**src/rtl/lpm_pkg.sv**
```systemverilog
// package: constants, register map and carriers for the low-power and mode-select block
package lpm_pkg;

    // ---------------------------------------------------------------
    // register map (byte addresses on the 8-bit register port)
    // ---------------------------------------------------------------
    localparam int          ADDR_W          = 8;
    localparam int          DATA_W          = 8;
    localparam logic [7:0]  OPTION_ADDR     = 8'h1D;
    localparam logic [7:0]  EVENT_ADDR      = 8'h20;
    localparam logic [7:0]  MASK_ADDR       = 8'h21;
    localparam logic [7:0]  REPORT_ADDR     = 8'h22;
    localparam logic [7:0]  STATE_ADDR      = 8'h23;

    // option register: watchdog enable bit and reset value
    localparam int          WDOG_EN_BIT     = 6;
    localparam logic [7:0]  OPTION_RESET    = 8'h40;

    // event bit positions
    localparam int          EV_STOP         = 0;
    localparam int          EV_WAIT         = 1;
    localparam int          EV_WAKE         = 2;
    localparam int          EV_WDOG         = 3;
    localparam int          EV_W            = 4;
    localparam logic [3:0]  EV_RESET        = 4'h0;

    // state register bit positions
    localparam int          ST_MODE_VALID   = 4;
    localparam int          ST_SELF_CHECK   = 5;

    // ---------------------------------------------------------------
    // timing
    // ---------------------------------------------------------------
    localparam int          CLK_HZ          = 200_000_000;
    localparam int          STAB_CYCLES     = 4064;   // oscillator settling, in processor cycles
    localparam logic [11:0] STAB_LAST       = 12'(STAB_CYCLES - 1);
    localparam int          WDOG_W          = 17;
    localparam int          WDOG_DEFAULT    = (2 ** 14) * 7;
    localparam logic [1:0]  STRAP_SAMPLE    = 2'h1;   // second cycle after reset release
    localparam logic [1:0]  STRAP_DONE      = 2'h2;
    localparam int          FLASH_W         = 10;     // flash half-period is 2**FLASH_W cycles

    // self-check program entry
    localparam logic [15:0] SELF_CHECK_BASE = 16'h1600;
    localparam logic [15:0] SELF_CHECK_LAST = 16'h17FF;
    localparam logic [15:0] USER_RESET_VEC  = 16'h0000;

    // ---------------------------------------------------------------
    // enumerations
    // ---------------------------------------------------------------
    typedef enum logic [1:0] {
        PWR_RUN,
        PWR_STOP,
        PWR_WAIT,
        PWR_RECOVER
    } pwr_state_t;

    // failing unit codes as software writes them into the report register
    typedef enum logic [3:0] {
        FAIL_NONE,
        FAIL_PORT_A,
        FAIL_PORT_B,
        FAIL_PORT_C,
        FAIL_RAM,
        FAIL_ROM,
        FAIL_IRQ,
        FAIL_KEYBOARD,
        FAIL_TIMER,
        FAIL_PWM
    } fail_unit_t;

    // ---------------------------------------------------------------
    // carriers
    // ---------------------------------------------------------------
    typedef struct packed {
        logic [ADDR_W-1:0] addr;
        logic [DATA_W-1:0] wdata;
        logic              wr;
        logic              rd;
    } reg_req_t;

    typedef struct packed {
        logic osc_run;        // oscillator running
        logic cpu_clk_run;    // processor clock running
        logic hold_state;     // freeze registers, memory and i/o lines
        logic imask_clear;    // one-cycle pulse: clear the interrupt mask bit
        logic wdog_reset;     // one-cycle pulse: watchdog resets the device
    } pwr_ctl_t;

endpackage

```
**src/rtl/low_power_and_mode_select.sv**
```systemverilog
// low-power state control, watchdog interplay, reset-time mode selection and self-check report
//
// Functional notes
// - stop instruction switches the oscillator off and halts all processing
// - entering stop clears the interrupt mask bit so an interrupt can wake
// - in stop, registers, memory and i/o lines are held unchanged
// - stop ends only on a hardware interrupt or an external reset
// - leaving stop waits 4064 processor cycles for the oscillator to settle
// - wait instruction halts only the processor clock; other clocks keep running
// - in wait, peripherals can interrupt and the watchdog can still reset
// - wait clears the interrupt mask bit; other state is held
// - watchdog is enabled after reset; writing zero to option bit 6 disables it
// - with watchdog enabled a stop instruction is carried out as wait
// - an enabled watchdog that times out resets the device, also in wait
// - with the interrupt pin in normal range, reset release enters user mode
// - the mode-select pin is latched within two cycles after reset release
// - self-check mode branches to the program at 1600 to 17FF and repeats
// - self-check failure shows a static pattern on four report lines, one means off
//
// Local design decision: the address-and-strobe port.
`timescale 1ns/1ps

module low_power_and_mode_select #(
    parameter int WDOG_TIMEOUT_CYC = lpm_pkg::WDOG_DEFAULT
) (
    input  wire logic                     core_clk,
    input  wire logic                     reset,
    input  wire lpm_pkg::reg_req_t        reg_req,
    output logic [lpm_pkg::DATA_W-1:0]    reg_rdata,
    input  wire logic                     stop_exec,
    input  wire logic                     wait_exec,
    input  wire logic                     hw_irq,
    input  wire logic                     watchdog_service,
    input  wire logic                     irq_elevated,
    input  wire logic                     mode_select_pin,
    output lpm_pkg::pwr_ctl_t             pwr_ctl,
    output logic                          mode_valid,
    output logic                          self_check_mode,
    output logic                          user_mode,
    output logic [15:0]                   boot_vector,
    output logic                          report_line_3,
    output logic                          report_line_2,
    output logic                          report_line_1,
    output logic                          report_line_0,
    output logic                          irq_out
);
    import lpm_pkg::*;

    // ---------------------------------------------------------------
    // state record
    // ---------------------------------------------------------------
    typedef struct packed {
        pwr_state_t          pwr;
        logic [11:0]         stab_cnt;
        logic [WDOG_W-1:0]   wdog_cnt;
        logic [DATA_W-1:0]   option;
        logic [EV_W-1:0]     events;
        logic [EV_W-1:0]     mask;
        logic [3:0]          fail_code;
        logic [DATA_W-1:0]   rdata;
        logic [1:0]          strap_cnt;
        logic                self_check;
        logic                mode_valid;
        logic [FLASH_W-1:0]  flash_cnt;
        logic                flash_phase;
        logic [3:0]          report;
        logic                imask_clear;
        logic                wdog_reset;
    } state_t;

    localparam logic [WDOG_W-1:0] WDOG_LAST = WDOG_W'(WDOG_TIMEOUT_CYC - 1);

    state_t cur_ff;
    state_t nxt_cur_ff;

    // ---------------------------------------------------------------
    // decoding helpers
    // ---------------------------------------------------------------

    // led pattern per failing unit; one is off, zero is on
    function automatic logic [3:0] fail_pattern(input logic [3:0] code);
        logic [3:0] pat;
        pat = 4'hF;
        unique case (fail_unit_t'(code))
            FAIL_PORT_A:   pat = 4'hF;
            FAIL_PORT_B:   pat = 4'hE;
            FAIL_PORT_C:   pat = 4'hD;
            FAIL_RAM:      pat = 4'hC;
            FAIL_ROM:      pat = 4'hB;
            FAIL_IRQ:      pat = 4'hA;
            FAIL_KEYBOARD: pat = 4'h9;
            FAIL_TIMER:    pat = 4'h7;
            FAIL_PWM:      pat = 4'h6;
            default:       pat = 4'hF;
        endcase
        return pat;
    endfunction

    // register port address match, used by both read and write paths
    function automatic logic addr_hit(input logic [ADDR_W-1:0] a,
                                      input logic [ADDR_W-1:0] target);
        return a == target;
    endfunction

    // ---------------------------------------------------------------
    // next-state logic
    // ---------------------------------------------------------------
    logic                wdog_on;
    logic [EV_W-1:0]     ev_set;
    logic [EV_W-1:0]     ev_clr;

    always_comb begin
        nxt_cur_ff             = cur_ff;
        nxt_cur_ff.imask_clear = 1'b0;
        nxt_cur_ff.wdog_reset  = 1'b0;
        nxt_cur_ff.rdata       = '0;
        ev_set                 = '0;
        ev_clr                 = '0;
        wdog_on                = cur_ff.option[WDOG_EN_BIT];

        // power state sequencing
        unique case (cur_ff.pwr)
            PWR_RUN: begin
                if (stop_exec && wdog_on) begin
                    // a running watchdog turns stop into wait
                    nxt_cur_ff.pwr         = PWR_WAIT;
                    nxt_cur_ff.imask_clear = 1'b1;
                    ev_set[EV_WAIT]        = 1'b1;
                end else if (stop_exec) begin
                    nxt_cur_ff.pwr         = PWR_STOP;
                    nxt_cur_ff.imask_clear = 1'b1;
                    ev_set[EV_STOP]        = 1'b1;
                end else if (wait_exec) begin
                    nxt_cur_ff.pwr         = PWR_WAIT;
                    nxt_cur_ff.imask_clear = 1'b1;
                    ev_set[EV_WAIT]        = 1'b1;
                end
            end
            PWR_STOP: begin
                // only an interrupt leaves stop here; reset acts asynchronously
                if (hw_irq) begin
                    nxt_cur_ff.pwr      = PWR_RECOVER;
                    nxt_cur_ff.stab_cnt = '0;
                end
            end
            PWR_RECOVER: begin
                // oscillator runs but processor waits for it to settle
                if (cur_ff.stab_cnt == STAB_LAST) begin
                    nxt_cur_ff.pwr  = PWR_RUN;
                    ev_set[EV_WAKE] = 1'b1;
                end else begin
                    nxt_cur_ff.stab_cnt = cur_ff.stab_cnt + 12'h001;
                end
            end
            PWR_WAIT: begin
                // any interrupt, peripheral or timer included, ends wait
                if (hw_irq) begin
                    nxt_cur_ff.pwr  = PWR_RUN;
                    ev_set[EV_WAKE] = 1'b1;
                end
            end
        endcase

        // watchdog runs in run and wait; stop is unreachable while it is on
        if (!wdog_on || watchdog_service) begin
            nxt_cur_ff.wdog_cnt = '0;
        end else if (cur_ff.wdog_cnt == WDOG_LAST) begin
            nxt_cur_ff.wdog_cnt   = '0;
            nxt_cur_ff.wdog_reset = 1'b1;
            ev_set[EV_WDOG]       = 1'b1;
        end else begin
            nxt_cur_ff.wdog_cnt = cur_ff.wdog_cnt + WDOG_W'(1);
        end

        // reset-time strap capture: counter starts at zero on release
        if (cur_ff.strap_cnt != STRAP_DONE) begin
            nxt_cur_ff.strap_cnt = cur_ff.strap_cnt + 2'h1;
        end
        if (cur_ff.strap_cnt == STRAP_SAMPLE) begin
            // elevated interrupt level plus high pin picks self
            nxt_cur_ff.self_check = irq_elevated && mode_select_pin;
            nxt_cur_ff.mode_valid = 1'b1;
        end

        // self-check indicator: flash while passing, static code on failure
        nxt_cur_ff.flash_cnt = cur_ff.flash_cnt + FLASH_W'(1);
        if (cur_ff.flash_cnt == '1) begin
            nxt_cur_ff.flash_phase = !cur_ff.flash_phase;
        end
        if (!cur_ff.self_check) begin
            nxt_cur_ff.report = 4'hF;                       // all leds off outside self-check
        end else if (cur_ff.fail_code == FAIL_NONE) begin
            nxt_cur_ff.report = {4{cur_ff.flash_phase}};
        end else begin
            nxt_cur_ff.report = fail_pattern(cur_ff.fail_code);
        end

        // register writes
        if (reg_req.wr) begin
            if (addr_hit(reg_req.addr, OPTION_ADDR)) begin
                nxt_cur_ff.option = reg_req.wdata;
            end
            if (addr_hit(reg_req.addr, EVENT_ADDR)) begin
                ev_clr = reg_req.wdata[EV_W-1:0];
            end
            if (addr_hit(reg_req.addr, MASK_ADDR)) begin
                nxt_cur_ff.mask = reg_req.wdata[EV_W-1:0];
            end
            if (addr_hit(reg_req.addr, REPORT_ADDR)) begin
                nxt_cur_ff.fail_code = reg_req.wdata[3:0];
            end
        end
        // a new event wins over a clear in the same cycle
        nxt_cur_ff.events = (cur_ff.events & ~ev_clr) | ev_set;

        // register reads, data one cycle later; unmapped reads give zero
        if (reg_req.rd) begin
            if (addr_hit(reg_req.addr, OPTION_ADDR)) begin
                nxt_cur_ff.rdata = cur_ff.option;
            end else if (addr_hit(reg_req.addr, EVENT_ADDR)) begin
                nxt_cur_ff.rdata = DATA_W'(cur_ff.events);
            end else if (addr_hit(reg_req.addr, MASK_ADDR)) begin
                nxt_cur_ff.rdata = DATA_W'(cur_ff.mask);
            end else if (addr_hit(reg_req.addr, REPORT_ADDR)) begin
                nxt_cur_ff.rdata = DATA_W'(cur_ff.fail_code);
            end else if (addr_hit(reg_req.addr, STATE_ADDR)) begin
                nxt_cur_ff.rdata = {2'b00, cur_ff.self_check, cur_ff.mode_valid,
                                    2'b00, cur_ff.pwr};
            end
        end
    end

    // ---------------------------------------------------------------
    // state register
    // ---------------------------------------------------------------
    // reset is asynchronous; watchdog comes up enabled
    always_ff @(posedge core_clk or posedge reset) begin
        if (reset) begin
            cur_ff             <= '0;
            cur_ff.pwr         <= PWR_RUN;
            cur_ff.option      <= OPTION_RESET;
            cur_ff.events      <= EV_RESET;
            cur_ff.report      <= 4'hF;
            cur_ff.flash_phase <= 1'b1;
        end else begin
            cur_ff <= nxt_cur_ff;
        end
    end

    // ---------------------------------------------------------------
    // outputs
    // ---------------------------------------------------------------
    // oscillator off only in stop; hold everything outside run
    assign pwr_ctl.osc_run     = (cur_ff.pwr != PWR_STOP);
    assign pwr_ctl.cpu_clk_run = (cur_ff.pwr == PWR_RUN);
    assign pwr_ctl.hold_state  = (cur_ff.pwr != PWR_RUN);
    assign pwr_ctl.imask_clear = cur_ff.imask_clear;
    assign pwr_ctl.wdog_reset  = cur_ff.wdog_reset;

    // mode outputs settle once the strap has been taken
    assign mode_valid      = cur_ff.mode_valid;
    assign self_check_mode = cur_ff.mode_valid && cur_ff.self_check;
    assign user_mode       = cur_ff.mode_valid && !cur_ff.self_check;
    assign boot_vector     = cur_ff.self_check ? SELF_CHECK_BASE : USER_RESET_VEC;

    // report lines come straight from the register
    assign report_line_3 = cur_ff.report[3];
    assign report_line_2 = cur_ff.report[2];
    assign report_line_1 = cur_ff.report[1];
    assign report_line_0 = cur_ff.report[0];

    assign reg_rdata = cur_ff.rdata;
    assign irq_out   = |(cur_ff.events & cur_ff.mask);

endmodule

```
**config.mk**
```make
export PLATFORM = sky130hd
export DESIGN_NAME = low_power_and_mode_select
export DESIGN_NICKNAME = d
export VERILOG_FILES = /design/src/rtl/lpm_pkg.sv /design/src/rtl/low_power_and_mode_select.sv
export SDC_FILE = /design/constraint.sdc
export NUM_CORES = 1
export LEC_CHECK = 0
export ABC_AREA = 1
export ABC_CLOCK_PERIOD_IN_PS = 4600
export BUFFER_PORTS_ARGS = -buffer_cell sky130_fd_sc_hd__buf_2
export CORE_MARGIN = 2
export CORE_UTILIZATION = 62
export DETAILED_ROUTE_END_ITERATION = 8
export PLACE_DENSITY = 0.86
export SYNTH_ARGS = -nofsm -noshare
export SYNTH_HDL_FRONTEND = slang
export SYNTH_SLANG_ARGS = --single-unit
```
**constraint.sdc**
```tcl
create_clock -name core_clk -period 4.6 [get_ports core_clk]
set_input_delay 0.23 -clock core_clk [delete_from_list [all_inputs] [get_ports core_clk]]
set_output_delay 0.23 -clock core_clk [all_outputs]
set_load 0.05 [all_outputs]
```
Yosys cells after proc, flatten, opt, wreduce, memory -nomap -nowiden
Memory sizes are Yosys's and may differ from the RTL's.
Cells that the tools add are included.
{"block": "word_totals", "romBits": 64, "latch_bits": 0, "mem_bits_rw": 0, "in_bits": 26, "mem_count": 1, "out_inout_bits": 37, "register_bits": 80}
{"memory": "(no name shown)", "depth": 16, "word_bits": 4, "read_ports": 1, "rd_ports_with_merged_regs": 0, "write_ports": 0, "line_no": "low_power_and_mode_select.sv:84", "rtl": "unique case (fail_unit_t'(code))"}
{"block": "op_classes", "multipliers": 0, "shifts": 0, "magnitude_cmp": 0, "div": 0, "eq_ne": 19, "n_reduce_logical": 18, "bitwise_logic": 4, "n_mux": 36, "add_sub_neg": 4}
{"operator": "two-way mux 17 bit", "count": 2}
{"operator": "equality test 8 x 6 -> 1 bit (second input constant)", "count": 4}
{"operator": "two-way mux 6 bit", "count": 4}
{"operator": "one-hot mux 12 bit (2 select lines)", "count": 1}
{"operator": "adder 17 x 1 -> 17 bit (second input constant)", "count": 1}
{"operator": "equality test 17 bit (second input constant)", "count": 1}
{"operator": "two-way mux 4 bit", "count": 4}
{"operator": "two-way mux 8 bit", "count": 2}
{"operator": "two-way mux 14 bit", "count": 1}
{"operator": "two-way mux 13 bit", "count": 1}
{"operator": "adder 12 x 1 -> 12 bit (second input constant)", "count": 1}
{"operator": "equality test 12 bit (second input constant)", "count": 1}
{"operator": "two-way mux 1 bit", "count": 12}
{"operator": "two-way mux 12 bit", "count": 1}
{"operator": "two-way mux 2 bit", "count": 6}
{"operator": "adder 10 x 1 -> 10 bit (second input constant)", "count": 1}
{"operator": "equality test 10 bit (second input constant)", "count": 1}
{"operator": "!= test 2 bit (second input constant)", "count": 5}
{"operator": "AND 4 bit", "count": 2}
{"operator": "equality test 8 x 5 -> 1 bit (second input constant)", "count": 1}
{"operator": "one-hot mux 2 bit (4 select lines)", "count": 1}
{"operator": "AND reduction 2 bit", "count": 3}
{"operator": "equality test 2 x 1 -> 1 bit (second input constant)", "count": 2}
{"operator": "equality test 2 bit (second input constant)", "count": 2}
{"operator": "15 further kinds", "count": 21}

Depth between registers and ports, before layout
Gate-level depths: netlist of the first run.
{"block": "logic_depth", "ltp_word": 7, "mapped_depth": 9, "mapped_depth_nobuf": 8}

Least setup slack after synthesis of the first run
Ideal clock, no wire load.
{"block": "synth_timing", "path_kind": "reg2reg", "startpoint": "reg cur_ff[79] in the netlist's numbering", "endpoint": "reg cur_ff[37] in the netlist's numbering", "t_arrival_ns": 1.876, "stages_incl_launch_ff": 4, "setup_time_ns": 0.089, "slack_ns": 2.635, "required_ns": 4.511, "path_cell_list": "dfrtp_1 nor2_1 inv_1 o21ai_0"}
{"element": "start: declaration", "line_no": "low_power_and_mode_select.sv:73", "rtl": "state_t cur_ff;"}
{"element": "start signal: assignment", "line_no": "low_power_and_mode_select.sv:246", "rtl": "cur_ff <= nxt_cur_ff;"}

Final worst setup path of the first run
{"block": "layout_timing", "startpoint": "reg cur_ff[66] in the netlist's numbering", "endpoint": "reg cur_ff[75] in the netlist's numbering"}
{"block": "layout_between", "elab_chain_cells": 3}
{"element": "adder 12 x 1 -> 12 bit / equality test 12 bit (equally long branches)", "line_no": "low_power_and_mode_select.sv:152, low_power_and_mode_select.sv:148"}
{"element": "two-way mux 12 bit / != test 2 bit (equally long branches)"}
{"element": "one-hot mux 12 bit (2 select lines) / AND reduction 3 bit (equally long branches)"}
Parallel ways exist; a longest one is shown, timed or not. The select of a mux whose other input is x is not followed.
A chain may end at the register's enable or synchronous reset.

==> results.md, run 1 <==
- Mapped Area: between 4000 and 5000 µm²
- Rows: 30
- Max incr delay on CP: 0.50 ns
- Area delta synth->final: 9.20%
- H-Tree Depth: 3
- Synth top area share: ~44%
- Kind of cell adding the most delay to the critical path: compound AO/OA/AOI/OAI gates
- Top Ports: 63
- Bufs and invs on worst path: 0
- Slew Viols, Final: 0
- Worst-Margin Slew: 0.706 ns
- Fmax: 545 MHz
- Die area: 7540 µm²
- 1st-iter DRT viols: 187
- Post-detail-place hpwl: 6.26 mm
- Antenna violations before repair: 0
- Clk root buf: clkbuf_8
- Final Hold Fails: 0
- P_leak: 0.00228 µW
- Critical path class: reg2reg
- Final Cycle Share: roughly two fifths
- Via count: 3461
- Cells after Synth: 532
- Post-synth EDFFs: 0
- Final Critical Period: ~1.8 ns
- Avg Vias per Cell: 5.25
- Routed Antenna Nets: 0
- Pin count of the biggest net entering global routing: 58
- Grt ovf: 0
- Placed instance area: 4420 µm²
- Setup crit end kind: flop
- DRC errors left: 0
- Seq. cell area: about 2000 µm²
- Detailed Routing Iterations Pass 1: 5
- DR WL/cell: approximately 13 µm
- Nets@finish: approximately 610
- #FFs+latches synth: 80
- Post-synth top cells: 126 x nand2_1, 74 x dfrtp_1, 69 x nor2_1
- Count of cell types in the netlist: 31
- # fillers: 495
- First-pass GRT wire length: ~15 mm
- Die Span X: 86.8 µm
- Post-synthesis sequential area ratio: 47.2%
- Skew final: approximately 0.0075 ns
- Setup bufs post-CTS: 0
- Slowest CP cell: a21oi_2
- Finished layout cell area: 4650 µm²
- DRT Wirelength: slightly below 9 mm
- Antenna diodes: 0
- Worst Hold Class: in2reg
- Peak VDD IR: 0.457 mV
- Clock tree from TritonCTS: done
- Gr usage total: 24.8%
- Count leader, synth: nand2_1
- Finish-stage setup viols: 0
- CP required: 4.82 ns
- CP Launch Type: flop
- CTS buffer count: 9
- Max clock buf depth: 2
- Number of global-route vias before repair: 3332
- Worst-path clk slew: 0.08 ns
- Setup_tns: 0 ns
- Core area: 6720 µm²
- Final GP Congestion: 0.910
- FFs w/ async S/R, synth: 100%
- Worst-Skew Late Latency: 0.35 ns
- Synth area leaders: dfrtp_1 44%, nand2_1 11%, nor2_1 6.1%
- CTS Sinks: 80
- Crit Path Max Fanout: 13
- Largest area contributor in the netlist: dfrtp_1
- Fraction of layout cells with a size suffix above 1: between 15 and 20%
- PwrDens: 363 nW/µm²
- Rel. slew slack: 52.9%
- I/O Buffers: 49
- Dominant register cell in the synthesized netlist: dfrtp_1
- Max-Cap Viols: 0
- Die Height: 86.8 µm
- Syn Area/Cell: 8.00 µm²
- Initial Utilization: 63.3%
- Synthesis Warnings: 0
- RSZ-0062 raised after global routing: no
- Critical Path AT: slightly above 2 ns
- Status: finished, final reports clean
- CP Cell Sequence: ha_1 -> nand2_2 -> nor2_4 -> nand3_2 -> a21oi_2 -> o21ai_0
- Multi-input combinational cell area: 1810 µm²
-- power breakdown --
part	switching (µW)	leakage [µW]	internal, µW
clock network	251	0.000113	310
registers	42.9	0.00103	742
logic	264	0.00114	76.1
-- per-stage QoR --
step / utilization [%] / setup slack, ns / total power, µW / hold WS [ns] / cells
after floorplan: - / 2.33 / 1080 / 0.342 / 544
after global placement: 65.8 / 2.90 / 1130 / 0.279 / 642
after detailed placement: 65.8 / 2.80 / 1140 / 0.292 / 642
after CTS: 69.2 / 2.79 / 1700 / 0.0942 / 659
after global routing: 69.2 / 2.66 / 1770 / 0.0958 / 659
final: 69.2 / 2.76 / 1690 / 0.107 / 659
-- final cells by class --
class | count | share of cell area [%]
sequential | 80 | 43.2
multi-input combinational | 367 | 39.0
timing repair buffer | 51 | 5.65
inverter | 65 | 5.25
clock buffer | 14 | 3.93
tap | 80 | 2.15
clock inverter | 2 | 0.754
-- final timing paths --
kind | from | to | slack, ns | depth (start not counted)
setup / recovery | cur_ff[66] | cur_ff[75] | 2.76 | 6
hold / removal | irq_elevated | cur_ff[18] | 0.11 | 3
setup reg to reg | cur_ff[66] | cur_ff[75] | 2.76 | 6
hold reg to reg | cur_ff[7] | cur_ff[7] | 0.46 | 1
max in group asynchronous | reset | cur_ff[32] | 3.08 | 4
min in group asynchronous | reset | cur_ff[11] | 0.44 | 3
-- routing by layer --
metal / vias up / global-route usage (%) / routed length (µm) / share of wire (%)
met1: 1604 / 33.4 / 3850 / 45
met3: 14 / 5.14 / 491 / 5.7
met2: 116 / 39.1 / 4160 / 48
met5: - / 0 / 0 / 0
li1: 1727 / - / - / -
met4: 0 / 10.5 / 145 / 1.7
-- cells by family after synthesis --
logic type      synth area share, %
simple gates                   26.9
xor+xnor                       4.73
fa+ha+maj                      2.65
buf+inv                        11.2
compound gates                 7.20
flops                          47.2
other cells                  0.0881
-- timing repair --
| item | CTS | global route |
|---|---|---|
| hold buffers | 1 | 0 |
| gates resized for setup | 0 | 0 |
| endpoints found under the hold margin | 23 | 0 |
-- state kept, by name, summed over array words and instances, names as in the netlist --
register / count
cur_ff: 65
reg_rdata: 8
pwr_ctl: 2
mode_valid: 1
report_line_0: 1
report_line_1: 1
report_line_2: 1
report_line_3: 1
-- tightest hold or removal path: stages --
cell,delay (ns)
buf_2,0.07
nand3_1,0.06
nand2_1,0.06
-- layout by cell type, fill, tap and decap left out, drive strengths merged --
cell	Yosys	final
dfstp	6	6
nor2	74	74
nand2	127	127
nor3	10	10
inv	65	65
ha	9	9
xor2	17	17
o22ai	1	1
a21o	1	1
xnor2	6	6
buf	30	50
nand4	9	9
o2111ai	1	1
clkinv	0	1
dfrtp	74	74
conb	1	13
o21ai	44	44
nor3b	2	2
a21oi	6	6
dlygate4sd3	0	1
bufinv	0	1
a211oi	1	1
clkbuf	2	14
nand3	44	44
or2	2	2
Note: power is estimated with default switching activity, not from simulation.
==> run 2, diff against run 1 <==
Settings changed: ABC_CLOCK_PERIOD_IN_PS 4600 to 1770, CORE_UTILIZATION 62 to 57, PLACE_DENSITY 0.86 to 0.8.
Clock period 4.6 ns to 1.77 ns, I/O delays scaled along.
==> results.md, run 2 (synthesized netlist as in run 1, its figures left out) <==
- H-Tree Depth: 3 (unchanged)
- Fin util: 66.2% (-3.0 points)
- Worst Hold Depth: 3 (unchanged)
- Dpl cells: 666 (+3.7%)
- Crit Path Max Fanout: 5 (-8)
- Worst setup margin: 0.191 ns (-2.57 ns)
- Post-detail-place hpwl: 6.55 mm (+4.7%)
- Antenna diodes: 0 (unchanged)
- CP Launch Type: flop
- Nets@finish: 623 (+2.3%)
- Detailed Routing Iterations Pass 1: 4 (-1)
- Worst Hold Class: in2reg
- Finish-stage setup viols: 0 (unchanged)
- Peak VDD IR: 1.15 mV (+150%)
- CP required: 2.05 ns (-2.77 ns)
- Worst-Skew Late Latency: 0.35 ns (about the same)
- Max-Cap Viols: 0 (unchanged)
- CTS buffer count: 9 (unchanged)
- Pre-CTS WS: 0.0360 ns (-2.77 ns)
- Rows: 31 (+3.3%)
- Top Ports: 63 (unchanged)
- Die area: 8170 µm² (+8.4%)
- Number of global-route vias before repair: 3456 (+3.7%)
- Worst-path clk slew: 0.08 ns (about the same)
- Slack of the worst reg-to-reg path: 0.19 ns (-2.57 ns)
- Most flops, register: cur_ff
- Via count: 3466 (+0.14%)
- Leading cell type in the layout, fill and taps excluded: nand2_1
- Die Height: 90.4 µm (+4.1%)
- Critical Path AT: 1.86 ns (-0.19 ns)
- Core area: 7250 µm² (+8.0%)
- Seq. cell area: 2010 µm² (unchanged)
- Avg Vias per Cell: 5.01 (-4.6%)
- Die Span X: 90.4 µm (+4.1%)
- Final Hold Fails: 0 (unchanged)
- # fillers: 615 (+24%)
- Area delta synth->final: 12.8%
- Final Critical Period: 1.58 ns (-0.257 ns)
- Gr usage total: 23.3% (-1.5 points)
- Hold_sp: reg_req[4]
- RSZ-0062 raised after global routing: no
- First-pass GRT wire length: 15.4 mm (+5.5%)
- DRC errors left: 0 (unchanged)
- Fraction of layout cells with a size suffix above 1: 17.0% (+1.5 points)
- Reg2Reg Depth: 7 (+1)
- Worst-Margin Slew: 0.576 ns (-0.130 ns)
- I/O Buffers: 49 (unchanged)
- Clock tree from TritonCTS: done
- Antenna violations before repair: 0 (unchanged)
- Rel. slew slack: 61.6% (+8.7 points)
- 1st-iter DRT viols: 192 (+2.7%)
- PwrDens: 914 nW/µm² (+150%)
- Setup crit end kind: flop
- Overall power: 4390 µW (+160%)
- Grt ovf: 0 (unchanged)
- Status: finished, final reports clean
- Final GP Congestion: 0.865 (-4.8%)
- Pin count of the biggest net entering global routing: 48 (-17%)
- Multi-input combinational cell area: 1820 µm² (+0.55%)
- Slew Viols, Final: 0 (unchanged)
- Fmax: 633 MHz (+16%)
- Clk root buf: clkbuf_8
- Final Cycle Share: 89.2% (+49 points)
- Largest register FFs: 65 (unchanged)
- Critical R2R Capture: cur_ff[65]
- DRT Wirelength: 8.86 mm (+2.4%)
- Worst r2r src: cur_ff[49]
- CTS Sinks: 80 (unchanged)
- Routed Antenna Nets: 0 (unchanged)
- Final Non-Filler Cells: 692 (+5.0%)
- Critical path class: reg2reg
- Setup_tns: 0 ns (unchanged)
- Most frequent cells in the layout: 125 x nand2_1, 74 x dfrtp_1, 67 x nor2_1, 62 x inv_1, 49 x buf_2
- Initial Utilization: 58.7% (-4.7 points)
- Hold EP: cur_ff[31]
- Max clock buf depth: 2 (unchanged)
- Skew final: 0.00993 ns (+0.00239 ns)
- P_leak: 0.00233 µW (+2.2%)
- DR WL/cell: 12.8 µm (-2.5%)
[run 2: cell count changes in the layout (fill, tap and decap cells not counted), moves of 2 or more]
cell / previous run / this run
buf_4: 1 / 6
clkbuf_8: 13 / 11
clkinv_2: 1 / 3
dlygate4sd3_1: 1 / 10
nor2_1: 69 / 67
nor2_2: 3 / 5
[run 2: cell type report]
type / instances / share of cell area [%]
clock buffer: 11 / 3.15
timing repair buffer: 65 / 8.13
sequential: 80 / 41.9
inverter: 65 / 5.16
tap: 99 / 2.58
clock inverter: 5 / 1.12
multi-input combinational: 367 / 38.0
[run 2: layer usage]
metal	global-route usage, %	part of all wire (%)	vias to the layer above
met2	38.8	48	72
met4	8.21	1.8	0
met5	0	0	-
met1	30.2	46	1626
met3	5.26	3.5	16
li1	-	-	1752
[run 2: how the worst max path moves through the flow]
stage	startpoint	end	slack, ns
final	cur_ff[49]	cur_ff[65]	0.19
after detailed placement	cur_ff[49]	cur_ff[63]	0.04
after global placement	cur_ff[49]	cur_ff[65]	0.16
after global routing	cur_ff[66]	cur_ff[78]	0.03
after CTS	cur_ff[49]	cur_ff[63]	0.01
after floorplan	cur_ff[79]	cur_ff[37]	0.16
[run 2: critical path: stages (launching register included)]
cell	delay [ns]
dfrtp_1	0.41
ha_1	0.21
nand3_1	0.12
nor3_1	0.40
nand3_1	0.15
nand2_1	0.09
nand2_1	0.05
nor2_1	0.08
[run 2: what timing repair did]
| item | CTS | global route |
|---|---|---|
| setup endpoints to repair | 0 | 15 |
| buffers inserted | 0 | 0 |
| hold endpoints to repair | 82 | 0 |
| hold buffers | 10 | 0 |
| gates resized for setup | 0 | 4 |
[run 2: per-stage QoR]
stage	cell area, µm²	hold slack [ns]
after detailed placement	4490	0.239
after floorplan	4310	0.200
after global placement	4490	0.231
after CTS	4790	0.00529
final	4800	0.00842
after global routing	4800	0.0391
[run 2: report_power, final]
part	internal, µW	switching (µW)	leakage, µW
combinational	245	708	0.00119
clock	727	661	0.000109
sequential	1930	118	0.00103
total	2900	1490	0.00233
